File: src/rtl/hlt_pkg.sv
// Purpose: constants, register map and carrier types of the 8-bit hardware-limit timer
// Assumes: one clock (pclk, 25 MHz), apb register access, byte address = 4 * register index
// Notes: register indices are the printed offsets; reserved source codes select nothing
// Functional notes
// - edge monostable modes wait for the chosen reset-input edge, count, then stop at match
// - monostable: pwm drive starts on the starting edge, never on period match
// - monostable: further reset-input edges while counting leave the pwm drive alone
// - level one-shot modes hold the count reset at reset level; start when run and inactive
// - level one-shot: match resets count and clears run; restart needs both conditions again
// - level one-shot: pwm drive starts on whichever event starts the timer
// - with prescaler sync set, the timer halts in sleep; count and period are kept
// - with prescaler sync clear, the timer runs in sleep unless clocked from pclk; a selected internal oscillator stays on
// - count equal to period: next timer clock clears count, in every mode
// - clearing run resets all internal counters and state; some modes clear run themselves
// - 3-bit prescale code divides input clock by two to the power of the code
// - 4-bit postscale code divides period matches by code plus one
// - prescaler sync aligns prescaler output to the instruction clock, pclk divided by four
// - edge select bit: 1 counts falling edges, 0 rising; not changed while running
// - run-bit sync: run passes two input clocks before the timer starts; clearing run stops it at once
// - by default the timer runs while run is 1; stopping keeps the count
// - the mode is the 5-bit field in the low bits of the limit mode register
// - 5-bit clock source code selects pin, instruction clock, system clock, oscillators, logic
// - 5-bit reset source code routes pin, compare, comparator, logic or pwm signal
// - while run is 0 the reset input is ignored in every mode
package hlt_pkg;
    localparam int CLK_FREQ_HZ = 25000000;
    localparam logic [9:0] IDX_COUNT = 10'h38c;
    localparam logic [9:0] IDX_PERIOD = 10'h38d;
    localparam logic [9:0] IDX_RUN_CTRL = 10'h38e;
    localparam logic [9:0] IDX_LIMIT = 10'h38f;
    localparam logic [9:0] IDX_CLK_SEL = 10'h390;
    localparam logic [9:0] IDX_RST_SEL = 10'h391;
    localparam logic [7:0] RST_COUNT = 8'h00;
    localparam logic [7:0] RST_PERIOD = 8'hff;
    localparam logic [7:0] RST_RUN_CTRL = 8'h00;
    localparam logic [7:0] RST_LIMIT = 8'h00;
    localparam logic [4:0] RST_CLK_SEL = 5'h00;
    localparam logic [4:0] RST_RST_SEL = 5'h00;
    localparam logic [4:0] MODE_MONO_RISE = 5'h11;
    localparam logic [4:0] MODE_MONO_FALL = 5'h12;
    localparam logic [4:0] MODE_MONO_BOTH = 5'h13;
    localparam logic [4:0] MODE_LVL_LOW = 5'h16;
    localparam logic [4:0] MODE_LVL_HIGH = 5'h17;
    localparam logic [4:0] CS_PIN = 5'h00;
    localparam logic [4:0] CS_INSTR = 5'h01;
    localparam logic [4:0] CS_SYS = 5'h02;
    localparam logic [4:0] CS_FAST = 5'h03;
    localparam logic [4:0] CS_SLOW = 5'h04;
    localparam logic [4:0] CS_MID500 = 5'h05;
    localparam logic [4:0] CS_MID32 = 5'h06;
    localparam logic [4:0] CS_EXT = 5'h08;
    localparam logic [4:0] CS_CLC_FIRST = 5'h0c;
    localparam logic [4:0] CS_CLB_FIRST = 5'h10;
    localparam logic [4:0] RS_PIN = 5'h00;
    localparam logic [4:0] RS_CCP_FIRST = 5'h04;
    localparam logic [4:0] RS_CMP_FIRST = 5'h0e;
    localparam logic [4:0] RS_CLC_FIRST = 5'h11;
    localparam logic [4:0] RS_CLB_FIRST = 5'h15;
    localparam logic [4:0] RS_PWM_FIRST = 5'h1d;
    localparam logic [1:0] INSTR_DIV_LAST = 2'h3;
    localparam int RUN_SYNC_STAGES = 2;
    localparam int SYNC_STAGES = 3;

    typedef struct packed {
        logic on;
        logic [2:0] prescale_code;
        logic [3:0] postscale_code;
    } hlt_run_ctrl_type;

    typedef struct packed {
        logic prescaler_sync_en;
        logic clock_edge_sel;
        logic run_bit_sync_en;
        logic [4:0] mode;
    } hlt_limit_ctrl_type;

    typedef struct packed {
        logic remapped_input_pin;
        logic external_osc;
        logic fast_internal_osc;
        logic slow_internal_osc;
        logic mid_internal_osc_500k;
        logic mid_internal_osc_32k;
        logic [3:0] config_logic_out;
        logic [3:0] logic_cell_output;
    } hlt_clk_src_type;

    typedef struct packed {
        logic remapped_input_pin;
        logic [1:0] compare_unit_out;
        logic [1:0] comparator_out;
        logic [3:0] config_logic_out;
        logic [7:0] logic_cell_output;
        logic [1:0] pwm_unit_out;
    } hlt_rst_src_type;

    typedef enum logic [2:0] {
        ST_IDLE,
        ST_ARMED,
        ST_HELD,
        ST_COUNT,
        ST_DONE
    } hlt_state_type;
endpackage : hlt_pkg

File: src/rtl/hlt_timer.sv
// Purpose: 8-bit period timer with hardware-limit control, apb register slave
// Assumes: pclk is the system oscillator; async source inputs are synchronised here
// Notes: pready is always high; unmapped addresses answer with pslverr
`timescale 1ns/10ps
`default_nettype none
module hlt_timer
    import hlt_pkg::*;
#(
    parameter int ADDR_WIDTH = 12,
    parameter int COUNT_WIDTH = 8
) (
    input wire logic pclk,
    input wire logic presetn,
    input wire logic psel,
    input wire logic penable,
    input wire logic pwrite,
    input wire logic [ADDR_WIDTH-1:0] paddr,
    input wire logic [31:0] pwdata,
    output logic [31:0] prdata,
    output logic pready,
    output logic pslverr,
    input wire hlt_clk_src_type clk_src,
    input wire hlt_rst_src_type rst_src,
    input wire logic sleep_mode,
    output logic [7:0] count_value,
    output logic period_match,
    output logic postscaled_match,
    output logic pwm_drive_start,
    output logic timer_running,
    output logic osc_keep_alive
);
    if (ADDR_WIDTH < 12 || COUNT_WIDTH != 8) begin : g_bad_param
        $error("hlt_timer: address must reach 12 bits and the count is 8 bits");
    end

    function automatic logic is_mono(input logic [4:0] m);
        return (m == MODE_MONO_RISE) || (m == MODE_MONO_FALL) || (m == MODE_MONO_BOTH);
    endfunction : is_mono

    function automatic logic is_level(input logic [4:0] m);
        return (m == MODE_LVL_LOW) || (m == MODE_LVL_HIGH);
    endfunction : is_level

    function automatic logic [6:0] prescale_last(input logic [2:0] code);
        // shifting 1 by 7 wraps to zero, so the subtraction still gives 127
        return 7'((7'h01 << code) - 7'h01);
    endfunction : prescale_last

    function automatic logic [1:0] pick_clk(input logic [4:0] sel, input hlt_clk_src_type s);
        // returns {valid, level}; reserved codes are invalid and read low
        logic [1:0] r;
        r = 2'h0;
        case (sel)
            CS_PIN: r = {1'b1, s.remapped_input_pin};
            CS_FAST: r = {1'b1, s.fast_internal_osc};
            CS_SLOW: r = {1'b1, s.slow_internal_osc};
            CS_MID500: r = {1'b1, s.mid_internal_osc_500k};
            CS_MID32: r = {1'b1, s.mid_internal_osc_32k};
            CS_EXT: r = {1'b1, s.external_osc};
            default: begin
                if (sel >= CS_CLC_FIRST && sel < CS_CLB_FIRST) begin
                    r = {1'b1, s.config_logic_out[2'(sel - CS_CLC_FIRST)]};
                end else if (sel >= CS_CLB_FIRST && sel < 5'(CS_CLB_FIRST + 5'h04)) begin
                    r = {1'b1, s.logic_cell_output[2'(sel - CS_CLB_FIRST)]};
                end
            end
        endcase
        return r;
    endfunction : pick_clk

    function automatic logic [1:0] pick_rst(input logic [4:0] sel, input hlt_rst_src_type s);
        logic [1:0] r;
        r = 2'h0;
        if (sel == RS_PIN) begin
            r = {1'b1, s.remapped_input_pin};
        end else if (sel >= RS_CCP_FIRST && sel < 5'(RS_CCP_FIRST + 5'h02)) begin
            r = {1'b1, s.compare_unit_out[1'(sel - RS_CCP_FIRST)]};
        end else if (sel >= RS_CMP_FIRST && sel < 5'(RS_CMP_FIRST + 5'h02)) begin
            r = {1'b1, s.comparator_out[1'(sel - RS_CMP_FIRST)]};
        end else if (sel >= RS_CLC_FIRST && sel < RS_CLB_FIRST) begin
            r = {1'b1, s.config_logic_out[2'(sel - RS_CLC_FIRST)]};
        end else if (sel >= RS_CLB_FIRST && sel < RS_PWM_FIRST) begin
            r = {1'b1, s.logic_cell_output[3'(sel - RS_CLB_FIRST)]};
        end else if (sel >= RS_PWM_FIRST && sel < 5'(RS_PWM_FIRST + 5'h02)) begin
            r = {1'b1, s.pwm_unit_out[1'(sel - RS_PWM_FIRST)]};
        end
        return r;
    endfunction : pick_rst

    // register state
    logic [7:0] count, next_count;
    logic [7:0] period, next_period;
    hlt_run_ctrl_type run, next_run;
    hlt_limit_ctrl_type lim, next_lim;
    logic [4:0] clk_sel, next_clk_sel;
    logic [4:0] rst_sel, next_rst_sel;
    hlt_state_type state, next_state;
    logic [6:0] pre_cnt, next_pre_cnt;
    logic [3:0] post_cnt, next_post_cnt;
    logic prescaler_sync_en_pend, next_prescaler_sync_en_pend;
    logic [RUN_SYNC_STAGES-1:0] run_pipe, next_run_pipe;
    logic match_q, next_match_q;
    logic post_q, next_post_q;
    logic pwm_q, next_pwm_q;
    logic keep_q, next_keep_q;
    logic [31:0] rdata_q, next_rdata_q;

    // synchroniser state
    logic [SYNC_STAGES-1:0] clk_sync, next_clk_sync;
    logic [SYNC_STAGES-1:0] rst_sync, next_rst_sync;
    logic clk_level, next_clk_level;
    logic clk_prev, next_clk_prev;
    logic rst_level, next_rst_level;
    logic rst_prev, next_rst_prev;
    logic [1:0] instr_div, next_instr_div;

    logic [1:0] clk_pick;
    logic [1:0] rst_pick;
    logic instr_phase;
    logic clk_edge;
    logic rst_rise;
    logic rst_fall;
    logic run_eff;
    logic pre_en;
    logic pre_tick;
    logic tick;
    logic level_reset;
    logic mono_hit;
    logic [9:0] reg_idx;
    logic addr_hit;
    logic wr_en;
    logic rd_setup;
    logic [7:0] rd_byte;

    assign clk_pick = pick_clk(clk_sel, clk_src);
    assign rst_pick = pick_rst(rst_sel, rst_src);
    assign instr_phase = (instr_div == INSTR_DIV_LAST);

    always_comb begin
        next_instr_div = 2'(instr_div + 2'h1);
        next_clk_sync = {clk_sync[SYNC_STAGES-2:0], clk_pick[0]};
        next_rst_sync = {rst_sync[SYNC_STAGES-2:0], rst_pick[0]};
        next_clk_level = clk_level;
        next_rst_level = rst_level;
        // a level counts only once the second and third stages agree
        if (clk_sync[1] == clk_sync[2]) begin
            next_clk_level = clk_sync[2];
        end
        if (rst_sync[1] == rst_sync[2]) begin
            next_rst_level = rst_sync[2];
        end
        next_clk_prev = clk_level;
        next_rst_prev = rst_level;
    end

    always_ff @(posedge pclk or negedge presetn) begin
        if (!presetn) begin
            instr_div <= 2'h0;
            clk_sync <= '0;
            rst_sync <= '0;
            clk_level <= 1'b0;
            clk_prev <= 1'b0;
            rst_level <= 1'b0;
            rst_prev <= 1'b0;
        end else begin
            instr_div <= next_instr_div;
            clk_sync <= next_clk_sync;
            rst_sync <= next_rst_sync;
            clk_level <= next_clk_level;
            clk_prev <= next_clk_prev;
            rst_level <= next_rst_level;
            rst_prev <= next_rst_prev;
        end
    end

    // the pclk-derived sources stop in sleep because the core clock tree is gated there
    always_comb begin
        clk_edge = 1'b0;
        if (clk_sel == CS_SYS) begin
            clk_edge = !sleep_mode;
        end else if (clk_sel == CS_INSTR) begin
            clk_edge = instr_phase && !sleep_mode;
        end else if (clk_pick[1]) begin
            clk_edge = lim.clock_edge_sel ? (clk_prev && !clk_level)
                                          : (!clk_prev && clk_level);
        end
    end

    assign rst_rise = rst_pick[1] && !rst_prev && rst_level;
    assign rst_fall = rst_pick[1] && rst_prev && !rst_level;
    assign mono_hit = ((lim.mode == MODE_MONO_RISE) && rst_rise)
                   || ((lim.mode == MODE_MONO_FALL) && rst_fall)
                   || ((lim.mode == MODE_MONO_BOTH) && (rst_rise || rst_fall));
    assign level_reset = rst_pick[1] && is_level(lim.mode)
                      && (rst_level == (lim.mode == MODE_LVL_HIGH));

    // run reaches the counter two input clocks late when run-bit sync is on
    assign run_eff = lim.run_bit_sync_en ? (run_pipe[RUN_SYNC_STAGES-1] && run.on)
                                         : run.on;
    assign pre_en = run_eff && clk_edge && !(lim.prescaler_sync_en && sleep_mode);
    assign pre_tick = pre_en && (pre_cnt == prescale_last(run.prescale_code));
    // prescaler output waits for the instruction clock phase so count reads are stable
    assign tick = lim.prescaler_sync_en
                ? ((prescaler_sync_en_pend || pre_tick) && instr_phase && !sleep_mode && run_eff)
                : pre_tick;

    assign reg_idx = paddr[11:2];
    assign addr_hit = (paddr[1:0] == 2'h0) && ((paddr >> 12) == '0)
                   && (reg_idx >= IDX_COUNT) && (reg_idx <= IDX_RST_SEL);
    assign wr_en = psel && penable && pwrite && addr_hit;
    assign rd_setup = psel && !penable && !pwrite;

    always_comb begin
        rd_byte = 8'h00;
        case (reg_idx)
            IDX_COUNT: rd_byte = count;
            IDX_PERIOD: rd_byte = period;
            IDX_RUN_CTRL: rd_byte = run;
            IDX_LIMIT: rd_byte = lim;
            IDX_CLK_SEL: rd_byte = {3'h0, clk_sel};
            IDX_RST_SEL: rd_byte = {3'h0, rst_sel};
            default: rd_byte = 8'h00;
        endcase
    end

    always_comb begin
        next_count = count;
        next_period = period;
        next_run = run;
        next_lim = lim;
        next_clk_sel = clk_sel;
        next_rst_sel = rst_sel;
        next_state = state;
        next_pre_cnt = pre_cnt;
        next_post_cnt = post_cnt;
        next_prescaler_sync_en_pend = prescaler_sync_en_pend;
        next_run_pipe = run_pipe;
        next_match_q = 1'b0;
        next_post_q = 1'b0;
        next_pwm_q = 1'b0;
        next_keep_q = sleep_mode && !lim.prescaler_sync_en && run.on
                   && (clk_sel inside {CS_FAST, CS_SLOW, CS_MID500, CS_MID32});
        next_rdata_q = rdata_q;

        if (!run.on) begin
            next_run_pipe = '0;
        end else if (clk_edge) begin
            next_run_pipe = {run_pipe[RUN_SYNC_STAGES-2:0], 1'b1};
        end

        if (!run_eff) begin
            // count is kept; everything else returns to its start; reset input unseen
            next_state = ST_IDLE;
            next_pre_cnt = 7'h00;
            next_post_cnt = 4'h0;
            next_prescaler_sync_en_pend = 1'b0;
        end else begin
            if (pre_en) begin
                next_pre_cnt = pre_tick ? 7'h00 : 7'(pre_cnt + 7'h01);
            end
            if (lim.prescaler_sync_en) begin
                next_prescaler_sync_en_pend = (prescaler_sync_en_pend || pre_tick) && !tick;
            end
            case (state)
                ST_IDLE: begin
                    if (is_mono(lim.mode)) begin
                        next_state = ST_ARMED;
                    end else if (is_level(lim.mode)) begin
                        next_state = ST_HELD;
                    end else begin
                        next_state = ST_COUNT;
                    end
                end
                ST_ARMED: begin
                    if (mono_hit) begin
                        next_state = ST_COUNT;
                        next_pwm_q = 1'b1;
                    end
                end
                ST_HELD: begin
                    next_count = 8'h00;
                    if (!level_reset) begin
                        next_state = ST_COUNT;
                        next_pwm_q = 1'b1;
                    end
                end
                ST_COUNT: begin
                    if (level_reset) begin
                        next_state = ST_HELD;
                        next_count = 8'h00;
                    end else if (tick) begin
                        if (count == period) begin
                            next_count = 8'h00;
                            next_match_q = 1'b1;
                            if (post_cnt == run.postscale_code) begin
                                next_post_cnt = 4'h0;
                                next_post_q = 1'b1;
                            end else begin
                                next_post_cnt = 4'(post_cnt + 4'h1);
                            end
                            if (is_mono(lim.mode)) begin
                                next_state = ST_DONE;
                            end else if (is_level(lim.mode)) begin
                                next_run.on = 1'b0;
                                next_state = ST_IDLE;
                            end else begin
                                next_pwm_q = 1'b1;
                            end
                        end else begin
                            next_count = 8'(count + 8'h01);
                        end
                    end
                    // monostable edges during counting are not looked at here
                end
                ST_DONE: begin
                    next_state = ST_DONE;
                end
                default: begin
                    next_state = ST_IDLE;
                end
            endcase
        end

        // a software write lands after the hardware update and so wins in the same cycle
        if (wr_en) begin
            case (reg_idx)
                IDX_COUNT: next_count = pwdata[7:0];
                IDX_PERIOD: next_period = pwdata[7:0];
                IDX_RUN_CTRL: next_run = hlt_run_ctrl_type'(pwdata[7:0]);
                IDX_LIMIT: next_lim = hlt_limit_ctrl_type'(pwdata[7:0]);
                IDX_CLK_SEL: next_clk_sel = pwdata[4:0];
                IDX_RST_SEL: next_rst_sel = pwdata[4:0];
                default: next_count = next_count;
            endcase
        end
        if (rd_setup) begin
            next_rdata_q = {24'h000000, rd_byte};
        end
    end

    always_ff @(posedge pclk or negedge presetn) begin
        if (!presetn) begin
            count <= RST_COUNT;
            period <= RST_PERIOD;
            run <= hlt_run_ctrl_type'(RST_RUN_CTRL);
            lim <= hlt_limit_ctrl_type'(RST_LIMIT);
            clk_sel <= RST_CLK_SEL;
            rst_sel <= RST_RST_SEL;
            state <= ST_IDLE;
            pre_cnt <= 7'h00;
            post_cnt <= 4'h0;
            prescaler_sync_en_pend <= 1'b0;
            run_pipe <= '0;
            match_q <= 1'b0;
            post_q <= 1'b0;
            pwm_q <= 1'b0;
            keep_q <= 1'b0;
            rdata_q <= 32'h00000000;
        end else begin
            count <= next_count;
            period <= next_period;
            run <= next_run;
            lim <= next_lim;
            clk_sel <= next_clk_sel;
            rst_sel <= next_rst_sel;
            state <= next_state;
            pre_cnt <= next_pre_cnt;
            post_cnt <= next_post_cnt;
            prescaler_sync_en_pend <= next_prescaler_sync_en_pend;
            run_pipe <= next_run_pipe;
            match_q <= next_match_q;
            post_q <= next_post_q;
            pwm_q <= next_pwm_q;
            keep_q <= next_keep_q;
            rdata_q <= next_rdata_q;
        end
    end

    assign prdata = rdata_q;
    assign pready = 1'b1;
    assign pslverr = psel && penable && !addr_hit;
    assign count_value = count;
    assign period_match = match_q;
    assign postscaled_match = post_q;
    assign pwm_drive_start = pwm_q;
    assign timer_running = (state == ST_COUNT);
    assign osc_keep_alive = keep_q;
endmodule : hlt_timer
`default_nettype wire

File: config.mk
export PLATFORM = sky130hd
export DESIGN_NAME = hlt_timer
export DESIGN_NICKNAME = d
export VERILOG_FILES = /design/src/rtl/hlt_pkg.sv /design/src/rtl/hlt_timer.sv
export SDC_FILE = /design/constraint.sdc
export NUM_CORES = 1
export LEC_CHECK = 0
export ABC_CLOCK_PERIOD_IN_PS = 4360
export BUFFER_PORTS_ARGS = -buffer_cell sky130_fd_sc_hd__buf_2
export CAP_MARGIN = 0
export CORE_MARGIN = 2
export CORE_UTILIZATION = 40
export CTS_CLUSTER_DIAMETER = 30
export DETAILED_ROUTE_END_ITERATION = 16
export GPL_ROUTABILITY_DRIVEN = 0
export PLACE_DENSITY = 0.65
export SYNTH_ARGS = -nofsm -noshare
export SYNTH_HDL_FRONTEND = slang
export SYNTH_SLANG_ARGS = --single-unit
File: constraint.sdc
create_clock -name pclk -period 4.36 [get_ports pclk]
set_input_delay 1.308 -clock pclk [delete_from_list [all_inputs] [get_ports pclk]]
set_output_delay 1.308 -clock pclk [all_outputs]
set_load 0.05 [all_outputs]
* Word-level counts from Yosys, hierarchy flattened *
Cells that the tools add are included.

cells by class
  $add $sub $neg = 12
  $lt $le $gt $ge = 23
  eq/ne operators = 41
  shifts and indexed selects = 1
  mux-type cells = 90
  reduce and logical (&&, ||, !) cells = 69

operators with widths
  operator                number
  $mux W8                 8
  $eq A10 B10 Y1 const B  6
  $pmux W8 S6             1
  $mux W1                 45
  $logic_and A1 B1 Y1     39
  $lt A5 B5 Y1 const B    6
  $eq A5 B5 Y1 const B    5
  $mux W3                 8
  $mux W4                 6
  $mux W2                 11
  $mux W7                 3
  $ge A5 B5 Y1 const B    4
  $pmux W8 S2             1
  $eq A5 B3 Y1 const B    3
  $pmux W3 S5             1
  $pmux W2 S6             1
  $logic_not A1 Y1        11
  $eq A5 B2 Y1 const B    2
  $ge A10 B10 Y1 const B  1
  $ge A5 B4 Y1 const B    2
  $le A10 B10 Y1 const B  1
  $logic_not A5 Y1        2
  $reduce_and A2 Y1       5
  $lt A2 B3 Y1 const B    3
  37 further kinds        61

storage, ports and cells
  register bits after elaboration = 83
  input bits = 83
  output and inout bits = 47
  logic and storage cells = 264

* Depth between registers and ports, before layout *
Gate-level depths: netlist of run 1.

  depth in word-level cells = 23
  depth in mapped cells = 14
  mapped depth without buffers = 11

* Least setup slack after synthesis of run 1 *
No wires, ideal clock.

  kind = in2out
  start = in paddr[3]
  end = out pslverr
  arrival = 2.257 ns
  required time = 3.052 ns
  slack = 0.795 ns
  stages = 3
  path buffers = 0
  cell sequence = nor4b_1 o211ai_1 and3_1

on the way
  cells in the longest elaborated chain, start to end = 5
  elaborated cells on any way between the ends = 6
  those cells by class = order compare: 2; reduce/logical: 4

RTL lines
  item                   RTL line          RTL
  from (decl)            hlt_timer.sv:17   input wire logic [ADDR_WIDTH-1:0] paddr,
  $ge A10 B10 Y1         hlt_timer.sv:209  && (reg_idx >= IDX_COUNT) && (reg_idx <= IDX_RST_SEL);
  $logic_and A1 B1 Y1    hlt_timer.sv:209
  $logic_and A1 B1 Y1 *  hlt_timer.sv:209
  $logic_not A1 Y1 *     hlt_timer.sv:381  assign pslverr = psel && penable && !addr_hit;
  $logic_and A1 B1 Y1 *  hlt_timer.sv:381
  to (decl)              hlt_timer.sv:21   output logic pslverr,

Every way passes the cells marked *; elsewhere a longest branch is shown, timed or not.

* Worst setup path after layout of run 1 *
Same ends and word-level chain as after synthesis.

==> PnR_summary.wiki, run 1 <==
{| class="wikitable"
! Metric !! Value
|-
| Total leakage power || between 0.002 and 0.003 µW
|-
| DRC Markers || 0
|-
| Reg-to-reg startpoint || run[6]
|-
| H-tree level count || 3
|-
| Proportion of register bits with asynchronous set or reset after synthesis || 100%
|-
| Average instance area after synthesis || ~10 µm²
|-
| Worst Max-Slew Pin Slew || 1.06 ns
|-
| Hold crit path type || flop to flop
|-
| WHS || 0.356 ns
|-
| Sw Share || a little over a quarter
|-
| Final #Nets || approximately 690
|-
| Ys flop type || dfrtp_1
|-
| Initial cell density of the core || around two fifths
|-
| Crit path top cell by count || buf_2
|-
| Run status || complete, no violations
|-
| Final cycle utilization of the critical path || approximately 90%
|-
| Clock network fraction of design power || ~43%
|-
| Max-slew violation count || 0
|-
| Number of hold buffers added after CTS || 0
|-
| Setup slack of the most critical reg-to-reg path || roughly 0.76 ns
|-
| Buffers inserted during post-CTS setup optimization || 0
|-
| Combinational cell fraction of total power || 9.8%
|-
| Post-Synthesis Cells || roughly 530
|-
| Number of setup violations in the final report || 0
|-
| End point of the worst hold path || rst_sync[1]
|-
| Post-detailed-route wirelength per cell || 16.4 µm
|-
| Initial drt markers || approximately 280
|-
| Largest net degree at the start of global routing || 84
|-
| CP Capture Type || primary output
|-
| Worst setup path category || input pin to primary output
|-
| Overall die height || roughly 120 µm
|-
| Vias per cell || roughly 5.5
|-
| Gr usage total || between 10% and 20%
|-
| Final instance count without filler cells || around 800
|-
| Internal power || between 1000 and 1500 µW
|-
| Vias in the first global route || around 4,300
|-
| Kind of start point of the critical path || input pin
|-
| Count of boundary I/O pins || 130
|-
| Clk Latency, worst-skew pair || ~0.34 ns
|-
| FMAX || about 0.25 GHz
|-
| Antenna violations before repair || 0
|-
| TritonCTS clock tree || built
|-
| Sinks on Clock Net || a little over 80
|-
| Cell depth of the worst min-delay path || 0
|-
| Number of buffers on the longest clock path || 2
|-
| Critical Path Max Stage Delay || 0.51 ns
|-
| Req. time, crit path || 3.05 ns
|-
| Final critical delay including setup and external delays || 3.93 ns
|-
| Filler cells || about 1,200
|-
| Worst-path maximum fanout || 13
|-
| Data arrival time of the critical path || around 2.6 ns
|-
| Part of the power in registers || between 40 and 50%
|-
| Combined area of all synthesized cells || 5220 µm²
|-
| Number of instances resized during post-cts repair || 0
|-
| Number of cells on the worst reg-to-reg path || 10
|-
| Power per standard cell area || 279 nW/µm²
|-
| Global-route wire length before repair || ~21 mm
|-
| Number of synthesized flops with an enable pin || 0
|-
| Reg-to-reg critical path endpoint || post_cnt[3]
|-
| Number of different library cells in the post-synthesis netlist || 77
|-
| Residual overflow from global routing || 0
|-
| Highest ir drop seen on vdd || 0.206 mV
|-
| Final count of hold timing violations || 0
|-
| Worst relative slew slack || approximately 29%
|-
| CTS Buf Count || 9
|-
| Total placed cells including tap cells || between 700 and 800
|-
| Die area || about 14,000 µm²
|-
| Register bit total from synthesis || 83
|-
| HP Start || rst_sync[0]
|-
| Slowest cell on the critical path || nor4b_1
|-
| Setup repair after global routing missed its margin || false
|-
| Total Routed Length || around 13 mm
|-
| Total via count after detailed routing || between 4,000 and 5,000
|-
| Number of warnings issued by yosys || 0
|-
| Number of placement rows || between 40 and 50
|-
| Worst clock skew || approximately 0.01 ns
|-
| Die Span X || roughly 120 µm
|-
| Aggregate negative setup slack || 0 ns
|-
| Buffer type at the clock tree root || clkbuf_16
|-
| Clock-pin slew of the registers on the worst-case setup and hold paths || about 0.06 ns
|-
| Max Cap Violations || 0
|-
| Sequential fraction of the synthesis area || 40.0%
|-
| Core area || ~13,000 µm²
|-
| Half-perimeter wire length of the detailed placement result || approximately 9.5 mm
|-
| Number of iterations in the first detailed-routing pass || 4
|-
| Net Sw Power || about 430 µW
|-
| Count of buffers from port buffering || 80
|-
| Worst path cell trace || buf_2 > nor4b_1 > o211ai_1 > and3_1 > buf_2
|-
| Share of cells above drive strength 1 || between 20% and 30%
|-
| P&R area growth vs syn || 13.4%
|-
| Number of inserted diodes || 0
|-
| Antenna Nets Post-Route || 0
|}
-- cells in the final DEF, fill, tap and decap left out, types with 3 or more instances in the layout --
cell type	instances
buf_2	79
dfrtp_1	75
nor2_1	38
nand2_1	38
mux2_2	32
o21ai_0	30
a21oi_1	27
conb_1	25
inv_1	18
nand3_1	17
nor3_1	13
xor2_1	12
nand4_1	9
xnor2_1	9
mux4_2	9
mux2i_1	9
clkbuf_16	9
a211oi_1	8
a31oi_1	8
ha_1	8
dfstp_2	8
nor3b_1	7
a22oi_1	7
nor2b_1	7
and3_1	7
nand2b_1	6
o21ai_1	6
nand3b_1	6
o22ai_1	6
o211ai_1	5
buf_4	4
o31ai_1	3
nor4_1	3
and2_1	3
clkinvlp_4	3
-- routing by layer --
| metal | vias to the layer above | global-route usage, % | part of all wire [%] |
|---|---|---|---|
| met2 | 135 | 31.1 | 48 |
| met1 | 2111 | 24.8 | 45 |
| li1 | 2044 | - | - |
| met4 | 0 | 5.05 | 1.4 |
| met3 | 18 | 3.72 | 5.0 |
| met5 | - | 0 | 0 |
-- worst max-delay path, delay by kind of cell --
kind | cells | cell delay (ns)
simple gates | 2 | 0.71
compound gates | 1 | 0.19
buf+inv | 2 | 0.41
-- flip-flops by register name, summed over array words and instances (netlist names), 2 cells and up --
| register | flops |
|---|---|
| post_cnt | 4 |
| count_value | 8 |
| rst_sel | 5 |
| lim | 8 |
| rst_sync | 3 |
| period | 8 |
| run | 8 |
| clk_sel | 5 |
| run_pipe | 2 |
| prdata | 8 |
| clk_sync | 3 |
| state | 3 |
| instr_div | 2 |
| pre_cnt | 7 |
-- logic make-up after synthesis --
| group | count (synthesis) | share of synthesized area (%) |
|---|---|---|
| muxes | 50 | 12.5 |
| buffers and inverters | 67 | 7.08 |
| adders and majority gates | 10 | 2.30 |
| other | 2 | 0.144 |
| xor gates and xnor gates | 21 | 3.53 |
| and+or+nand+nor | 180 | 18.9 |
| AOI/OAI and AO/OA | 121 | 15.5 |
| DFF | 83 | 40.0 |
-- per-stage QoR --
step,utilization (%),total power [µW],worst slack [ns],area [µm²]
after floorplan,-,915,0.795,5300
after global placement,44.5,957,0.461,5640
after detailed placement,44.5,960,0.434,5640
after CTS,46.7,1660,0.438,5920
after global routing,46.7,1710,0.277,5920
final,46.7,1650,0.433,5920
-- layout make-up --
class / count / area (µm²) / share of cell area (%)
multi-input combinational: 407 / 2850 / 48.1
sequential: 83 / 2090 / 35.3
timing repair buffer: 83 / 425 / 7.19
clock buffer: 12 / 246 / 4.17
tap: 172 / 215 / 3.64
inverter: 18 / 67.6 / 1.14
clock inverter: 4 / 27.5 / 0.465
-- synthesized netlist by cell type (all sizes together), types with 5 or more instances --
master  count  area, µm²
nand4      10       77.6
nand3      18       95.1
nor2b       7       43.8
a31oi       8       50.1
nor3b       7       52.6
mux2       32        360
and3        7       43.8
dfstp       8        210
inv        18       67.6
nor3       14       75.1
a22oi       8       73.8
xnor2       9       78.8
o211ai      5       37.5
mux2i       9       90.1
xor2       12        105
o22ai       7       50.1
dfrtp      75       1880
mux4        9        203
nor2       39        149
a211oi      9       80.1
clkbuf     15       66.3
ha          8        100
nand2      39        149
buf        34        235
a21oi      28        151
o21ai      36        180
nand3b      6       45.0
nand2b      6       37.5
-- worst max-delay path by stage --
stage	slack (ns)	endpoint	depth (start not counted)	from
3_3_place_gp	0.46	pslverr	5	paddr[3]
4_1_cts	0.44	pslverr	5	paddr[3]
6_report	0.43	pslverr	5	paddr[3]
5_1_grt	0.28	pslverr	5	paddr[3]
3_5_place_dp	0.43	pslverr	5	paddr[3]
2_1_floorplan	0.80	pslverr	3	paddr[3]
-- power by group through the flow --
stage	Sequential (µW)	Clock [µW]	Combinational (µW)
3_3_place_gp	796	0	161
2_1_floorplan	822	0	93.1
3_5_place_dp	796	0	163
6_report	782	705	162
4_1_cts	782	716	163
5_1_grt	783	750	173
(Power assumes the default switching activity.)
==> inputs of run 2 (changes only) <==
BUFFER_PORTS_ARGS = -buffer_cell sky130_fd_sc_hd__buf_4   (was -buffer_cell sky130_fd_sc_hd__buf_2)
==> run 2 against run 1 <==
Effect of this change: sequential share of layout area down 1.4 points; design area increased by 4.2%; sequential power about the same; register-to-register slack gained 0.02 ns; critical path depth unchanged; flip-flop and latch count unchanged; worst setup slack improved by 0.064 ns; count of clock-buffer cells in the layout fell by 2; hold slack lost 0.0039 ns; global-route usage up 0.38 points; clock skew shrank 0.0038 ns; combinational power up 12%; critical endpoint unchanged.
==> PnR_summary.wiki, run 2 (synthesized netlist as in run 1, its figures left out) <==
{| class="wikitable"
! Metric !! Value
|-
| Antenna Nets Post-Route || 0 (unchanged)
|-
| Overall die height || 118 µm (unchanged)
|-
| Clock-pin slew of the registers on the worst-case setup and hold paths || 0.06 ns (about the same)
|-
| Total cell area at the placement stage || 5850 µm² (+3.6%)
|-
| Slowest cell on the critical path || nor4b_1
|-
| Total via count after detailed routing || 4,319 (+0.26%)
|-
| Worst clock skew || 0.00636 ns (-0.00384 ns)
|-
| DRC Markers || 0 (unchanged)
|-
| Setup repair after global routing missed its margin || false
|-
| Half-perimeter wire length of the detailed placement result || 9.59 mm (+1.2%)
|-
| Core area || 12,700 µm² (unchanged)
|-
| Initial drt markers || 292 (+5.4%)
|-
| Vias per cell || 5.54 (+0.13%)
|-
| Total leakage power || 0.00277 µW (+3.0%)
|-
| Final instance count without filler cells || 780 (+0.13%)
|-
| P&R area growth vs syn || 18.2%
|-
| Antenna violations before repair || 0 (unchanged)
|-
| CTS Buf Count || 9 (unchanged)
|-
| Data arrival time of the critical path || 2.56 ns (-0.06 ns)
|-
| Number of setup violations in the final report || 0 (unchanged)
|-
| Count of buffers from port buffering || 80 (unchanged)
|-
| Aggregate negative setup slack || 0 ns (unchanged)
|-
| Number of iterations in the first detailed-routing pass || 4 (unchanged)
|-
| WHS || 0.352 ns (-0.00387 ns)
|-
| Clk Latency, worst-skew pair || 0.34 ns (about the same)
|-
| Vias in the first global route || 4,199 (-2.8%)
|-
| Count of boundary I/O pins || 130 (unchanged)
|-
| Worst relative slew slack || 35.5% (+6.2 points)
|-
| Global-route wire length before repair || 21.5 mm (+1.4%)
|-
| Worst path cell trace || buf_4 > nor4b_1 > o211ai_1 > and3_1 > buf_4
|-
| Highest ir drop seen on vdd || 0.174 mV (-15%)
|-
| Total Routed Length || 12.9 mm (+1.2%)
|-
| Sinks on Clock Net || 83 (unchanged)
|-
| Buffers inserted during post-CTS setup optimization || 0 (unchanged)
|-
| Run status || complete, no violations
|-
| Largest net degree at the start of global routing || 78 (-7.1%)
|-
| Die area || 14,000 µm² (unchanged)
|-
| Number of hold buffers added after CTS || 0 (unchanged)
|-
| CP Capture Type || primary output
|-
| Leading cell type in the layout, fill and taps excluded || buf_4
|-
| Number of buffers on the longest clock path || 2 (unchanged)
|-
| Gr usage total || 19.1% (+0.38 points)
|-
| Number of instances resized during post-cts repair || 0 (unchanged)
|-
| Req. time, crit path || 3.05 ns (about the same)
|-
| Worst Max-Slew Pin Slew || 0.968 ns (-0.0937 ns)
|-
| Post-Layout Inst Area || 6160 µm² (+4.2%)
|-
| Total placed cells including tap cells || 764 (+0.13%)
|-
| Final critical delay including setup and external delays || 3.86 ns (-0.0636 ns)
|-
| Power per standard cell area || 288 nW/µm² (+3.5%)
|-
| Crit path top cell by count || buf_4
|-
| Number of placement rows || 41 (unchanged)
|-
| Final count of hold timing violations || 0 (unchanged)
|-
| Worst-path maximum fanout || 13 (unchanged)
|-
| TritonCTS clock tree || built
|-
| Share of cells above drive strength 1 || 27.6% (+0.28 points)
|-
| Max Cap Violations || 0 (unchanged)
|-
| Initial cell density of the core || 41.2% (unchanged)
|-
| Final #Nets || 694 (+0.14%)
|-
| FMAX || 0.259 GHz (+1.6%)
|-
| Residual overflow from global routing || 0 (unchanged)
|-
| H-tree level count || 3 (unchanged)
|-
| Max-slew violation count || 0 (unchanged)
|-
| Kind of start point of the critical path || input pin
|-
| Filler cells || 1,176 (-2.8%)
|-
| Critical Path Max Stage Delay || 0.50 ns (about the same)
|-
| Die Span X || 118 µm (unchanged)
|-
| Buffer type at the clock tree root || clkbuf_16
|-
| Hold crit path type || flop to flop
|-
| Number of inserted diodes || 0 (unchanged)
|-
| Final cycle utilization of the critical path || 88.6% (-1.5 points)
|-
| Commonest cells after routing, fill and taps aside || buf_4 (84), dfrtp_1 (75), nor2_1 (38), nand2_1 (38), mux2_2 (32)
|-
| Post-detailed-route wirelength per cell || 16.5 µm (+1.0%)
|-
| Worst setup path category || input pin to primary output
|}
run 2: power breakdown:
group	total, µW	switching (µW)	internal, µW
clock network	813	310	503
registers	783	4.83	778
logic	182	124	58.5
run 2: final timing paths:
check	startpoint	end	slack [ns]	cells after the start
setup / recovery	paddr[3]	pslverr	0.50	5
hold / removal	clk_sync[0]	clk_sync[1]	0.35	0
setup reg to reg	run[6]	post_cnt[3]	0.78	10
min in group asynchronous	presetn	period_match	1.13	1
hold reg to reg	clk_sync[0]	clk_sync[1]	0.35	0
max in group asynchronous	presetn	clk_sel[0]	2.57	2
run 2: layout make-up:
class	instances	area, µm²	share of cell area (%)
clock buffer	10	229	3.71
inverter	18	67.6	1.10
tap	172	215	3.49
timing repair buffer	84	631	10.2
clock inverter	6	88.8	1.44
multi-input combinational	407	2850	46.2
sequential	83	2090	33.9
run 2: per-layer routing:
metal | vias to the layer above | wire length [µm] | global-route usage [%]
met2 | 141 | 6270 | 32.2
met5 | - | 0 | 0
li1 | 2056 | - | -
met4 | 0 | 119 | 3.69
met1 | 2111 | 5860 | 25.5
met3 | 11 | 652 | 3.96
run 2: through the flow:
stage	utilization, %	power (µW)	setup WS, ns
floorplan	-	915	0.795
global route	48.7	1850	0.332
global placement	46.1	978	0.520
CTS	48.7	1800	0.502
finish	48.7	1780	0.497
detailed placement	46.1	980	0.500
run 2: critical path: cells and delay by family:
kind	cells	cell delay (ns)
AOI/OAI and AO/OA	1	0.18
buffers and inverters	2	0.35
and+or+nand+nor	2	0.70
==> inputs of run 3 (changes only) <==
CORE_MARGIN = default   (was 2)
MAX_ROUTING_LAYER = met4   (was default)
==> run 3 against run 2 <==
Effect of this change: clock skew rose by 0.00095 ns; global-route usage rose by 2.0 points; die area fell by 3.4%; critical path depth did not move; hold slack got worse by 0.0033 ns; largest cell class unchanged; largest power group is now sequential cells; highest routed layer unchanged.
==> PnR_summary.wiki, run 3 (synthesized netlist as in run 1, its figures left out) <==
{| class="wikitable"
! Metric !! Value
|-
| Total via count after detailed routing || 4,318 (-0.023%)
|-
| Clk Latency, worst-skew pair || 0.35 ns (about the same)
|-
| Initial cell density of the core || 41.2% (unchanged)
|-
| CTS Buf Count || 9 (unchanged)
|-
| Req. time, crit path || 3.05 ns (about the same)
|-
| CP Capture Type || primary output
|-
| Final cycle utilization of the critical path || 89.3% (+0.65 points)
|-
| Antenna Nets Post-Route || 0 (unchanged)
|-
| Buffers inserted during post-CTS setup optimization || 0 (unchanged)
|-
| Vias per cell || 5.55 (+0.23%)
|-
| Sinks on Clock Net || 83 (unchanged)
|-
| Aggregate negative setup slack || 0 ns (unchanged)
|-
| Setup repair after global routing missed its margin || false
|-
| Number of inserted diodes || 0 (unchanged)
|-
| Count of buffers from port buffering || 80 (unchanged)
|-
| Critical Path Max Stage Delay || 0.51 ns (about the same)
|-
| Largest net degree at the start of global routing || 84 (+7.7%)
|-
| Buffer type at the clock tree root || clkbuf_16
|-
| Data arrival time of the critical path || 2.58 ns (+0.02 ns)
|-
| Number of instances resized during post-cts repair || 0 (unchanged)
|-
| Slowest cell on the critical path || nor4b_1
|-
| Number of hold buffers added after CTS || 0 (unchanged)
|-
| Internal power || 1240 µW (-7.7%)
|-
| WHS || 0.349 ns (-0.00331 ns)
|-
| Commonest cells after routing, fill and taps aside || buf_4 (82), dfrtp_1 (75), nor2_1 (38), nand2_1 (38), mux2_2 (32)
|-
| Kind of start point of the critical path || input pin
|-
| Number of setup violations in the final report || 0 (unchanged)
|-
| Number of buffers on the longest clock path || 2 (unchanged)
|-
| Part of the power in registers || 45.8% (+1.8 points)
|-
| Overall die height || 116 µm (-1.7%)
|-
| Top cell family by delay on the critical path || simple AND/OR/NAND/NOR gates
|-
| Crit path top cell by count || buf_4
|-
| Sw Share || 27.7% (+3.0 points)
|-
| Clock-pin slew of the registers on the worst-case setup and hold paths || 0.06 ns (about the same)
|-
| FMAX || 0.257 GHz (-0.73%)
|-
| Max-slew violation count || 0 (unchanged)
|-
| Max Cap Violations || 0 (unchanged)
|-
| H-tree level count || 3 (unchanged)
|-
| Sum of buffers and inverters on the critical path || 2 (unchanged)
|-
| Worst Max-Slew Pin Slew || 1.05 ns (+0.0786 ns)
|-
| Worst relative slew slack || 30.3% (-5.2 points)
|-
| Residual overflow from global routing || 0 (unchanged)
|-
| Highest ir drop seen on vdd || 0.157 mV (-10%)
|-
| Number of iterations in the first detailed-routing pass || 4 (unchanged)
|-
| Filler cells || 1,181 (+0.43%)
|-
| Setup WS pre-CTS || 0.467 ns (-0.0327 ns)
|-
| DRC Markers || 0 (unchanged)
|-
| Share of cells above drive strength 1 || 27.6% (-0.074 points)
|-
| Combinational cell fraction of total power || 10.6% (+0.4 points)
|-
| Global-route wire length before repair || 21.1 mm (-1.9%)
|-
| Initial drt markers || 281 (-3.8%)
|-
| Worst clock skew || 0.00730 ns (+0.000946 ns)
|-
| Half-perimeter wire length of the detailed placement result || 9.40 mm (-1.9%)
|-
| Final count of hold timing violations || 0 (unchanged)
|-
| Vias in the first global route || 4,188 (-0.26%)
|-
| Count of boundary I/O pins || 130 (unchanged)
|-
| TritonCTS clock tree || built
|-
| Power per standard cell area || 279 nW/µm² (-3.2%)
|-
| Final critical delay including setup and external delays || 3.89 ns (+0.0283 ns)
|-
| Clock network fraction of design power || 43.6% (-2.1 points)
|-
| Total leakage power || 0.00275 µW (-0.71%)
|-
| Gr usage total || 21.0% (+2.0 points)
|-
| Die Span X || 116 µm (-1.7%)
|-
| Combined flip-flop and latch cell area || 2090 µm² (unchanged)
|-
| Die area || 13,500 µm² (-3.4%)
|-
| Worst setup path category || input pin to primary output
|-
| Net Sw Power || 473 µW (+7.8%)
|-
| Antenna violations before repair || 0 (unchanged)
|-
| Least setup slack across all paths after layout || 0.469 ns (-0.0283 ns)
|-
| Post-detailed-route wirelength per cell || 16.4 µm (-0.63%)
|-
| P&R area growth vs syn || 17.3%
|-
| Worst-path maximum fanout || 13 (unchanged)
|-
| Final #Nets || 692 (-0.29%)
|-
| Total Routed Length || 12.8 mm (-0.88%)
|-
| Hold crit path type || flop to flop
|-
| Sum of internal, switching and leakage power || 1710 µW (-3.9%)
|-
| Leading cell type in the layout, fill and taps excluded || buf_4
|-
| Number of placement rows || 41 (unchanged)
|-
| Worst path cell trace || buf_4 > nor4b_1 > o211ai_1 > and3_1 > buf_4
|-
| Run status || complete, no violations
|-
| Core area || 12,700 µm² (unchanged)
|-
| Area of the multi-input gates || 2850 µm² (unchanged)
|}
run 3: cell count changes in the layout (fill, tap and decap cells not counted), sizes merged:
cell,change
inv,+5
buf,-2
bufinv,-2
clkbuf,-1
clkinv,-1
clkinvlp,-1
run 3: per-layer routing:
layer / part of all wire, % / up-vias / GRT usage (%)
met3: 5.0 / 18 / 2.96
met2: 47 / 141 / 32.5
li1: - / 2054 / -
met1: 46 / 2105 / 28.1
met4: 1.6 / 0 / 8.21
met5: 0 / - / -
run 3: metrics by stage:
step | instance area, µm² | std cells | util, %
global placement | 5830 | 762 | 46.0
global route | 6120 | 778 | 48.3
CTS | 6120 | 778 | 48.3
finish | 6120 | 778 | 48.3
floorplan | 5300 | 557 | -
detailed placement | 5830 | 762 | 46.0
run 3: worst reg2reg max path: stages (launching register included):
cell	delay, ns
dfrtp_1	0.55
or3_1	0.42
ha_1	0.31
nor3b_1	0.20
or4_4	0.55
a22oi_4	0.20
nand4_4	0.21
a211oi_4	0.48
o32a_2	0.28
o21ai_1	0.07
a22oi_1	0.18
run 3: path summary, 6_finish.rpt:
kind,start,to,slack [ns],cells after the start
setup / recovery,paddr[3],pslverr,0.47,5
hold reg to reg,clk_sync[0],clk_sync[1],0.35,0
setup reg to reg,run[5],state[0],0.82,10
max in group asynchronous,presetn,period_match,2.55,1
min in group asynchronous,presetn,clk_sel[2],1.15,1
hold / removal,clk_sync[0],clk_sync[1],0.35,0
run 3: power groups by stage:
stage,clock [µW],sequential [µW],combinational [µW]
after floorplan,0,822,93.1
after global placement,0,797,180
after detailed placement,0,797,182
after CTS,763,783,183
after global routing,798,783,196
final,745,782,181
run 3: layout make-up:
cell class              instances  share of cell area, %
clock buffers                   9                   3.68
clock inverters                 7                   1.02
inverters                      18                   1.10
multi-input cells             407                   46.5
flip-flops and latches         83                   34.1
well taps                     172                   3.52
repair buffers                 82                   10.1
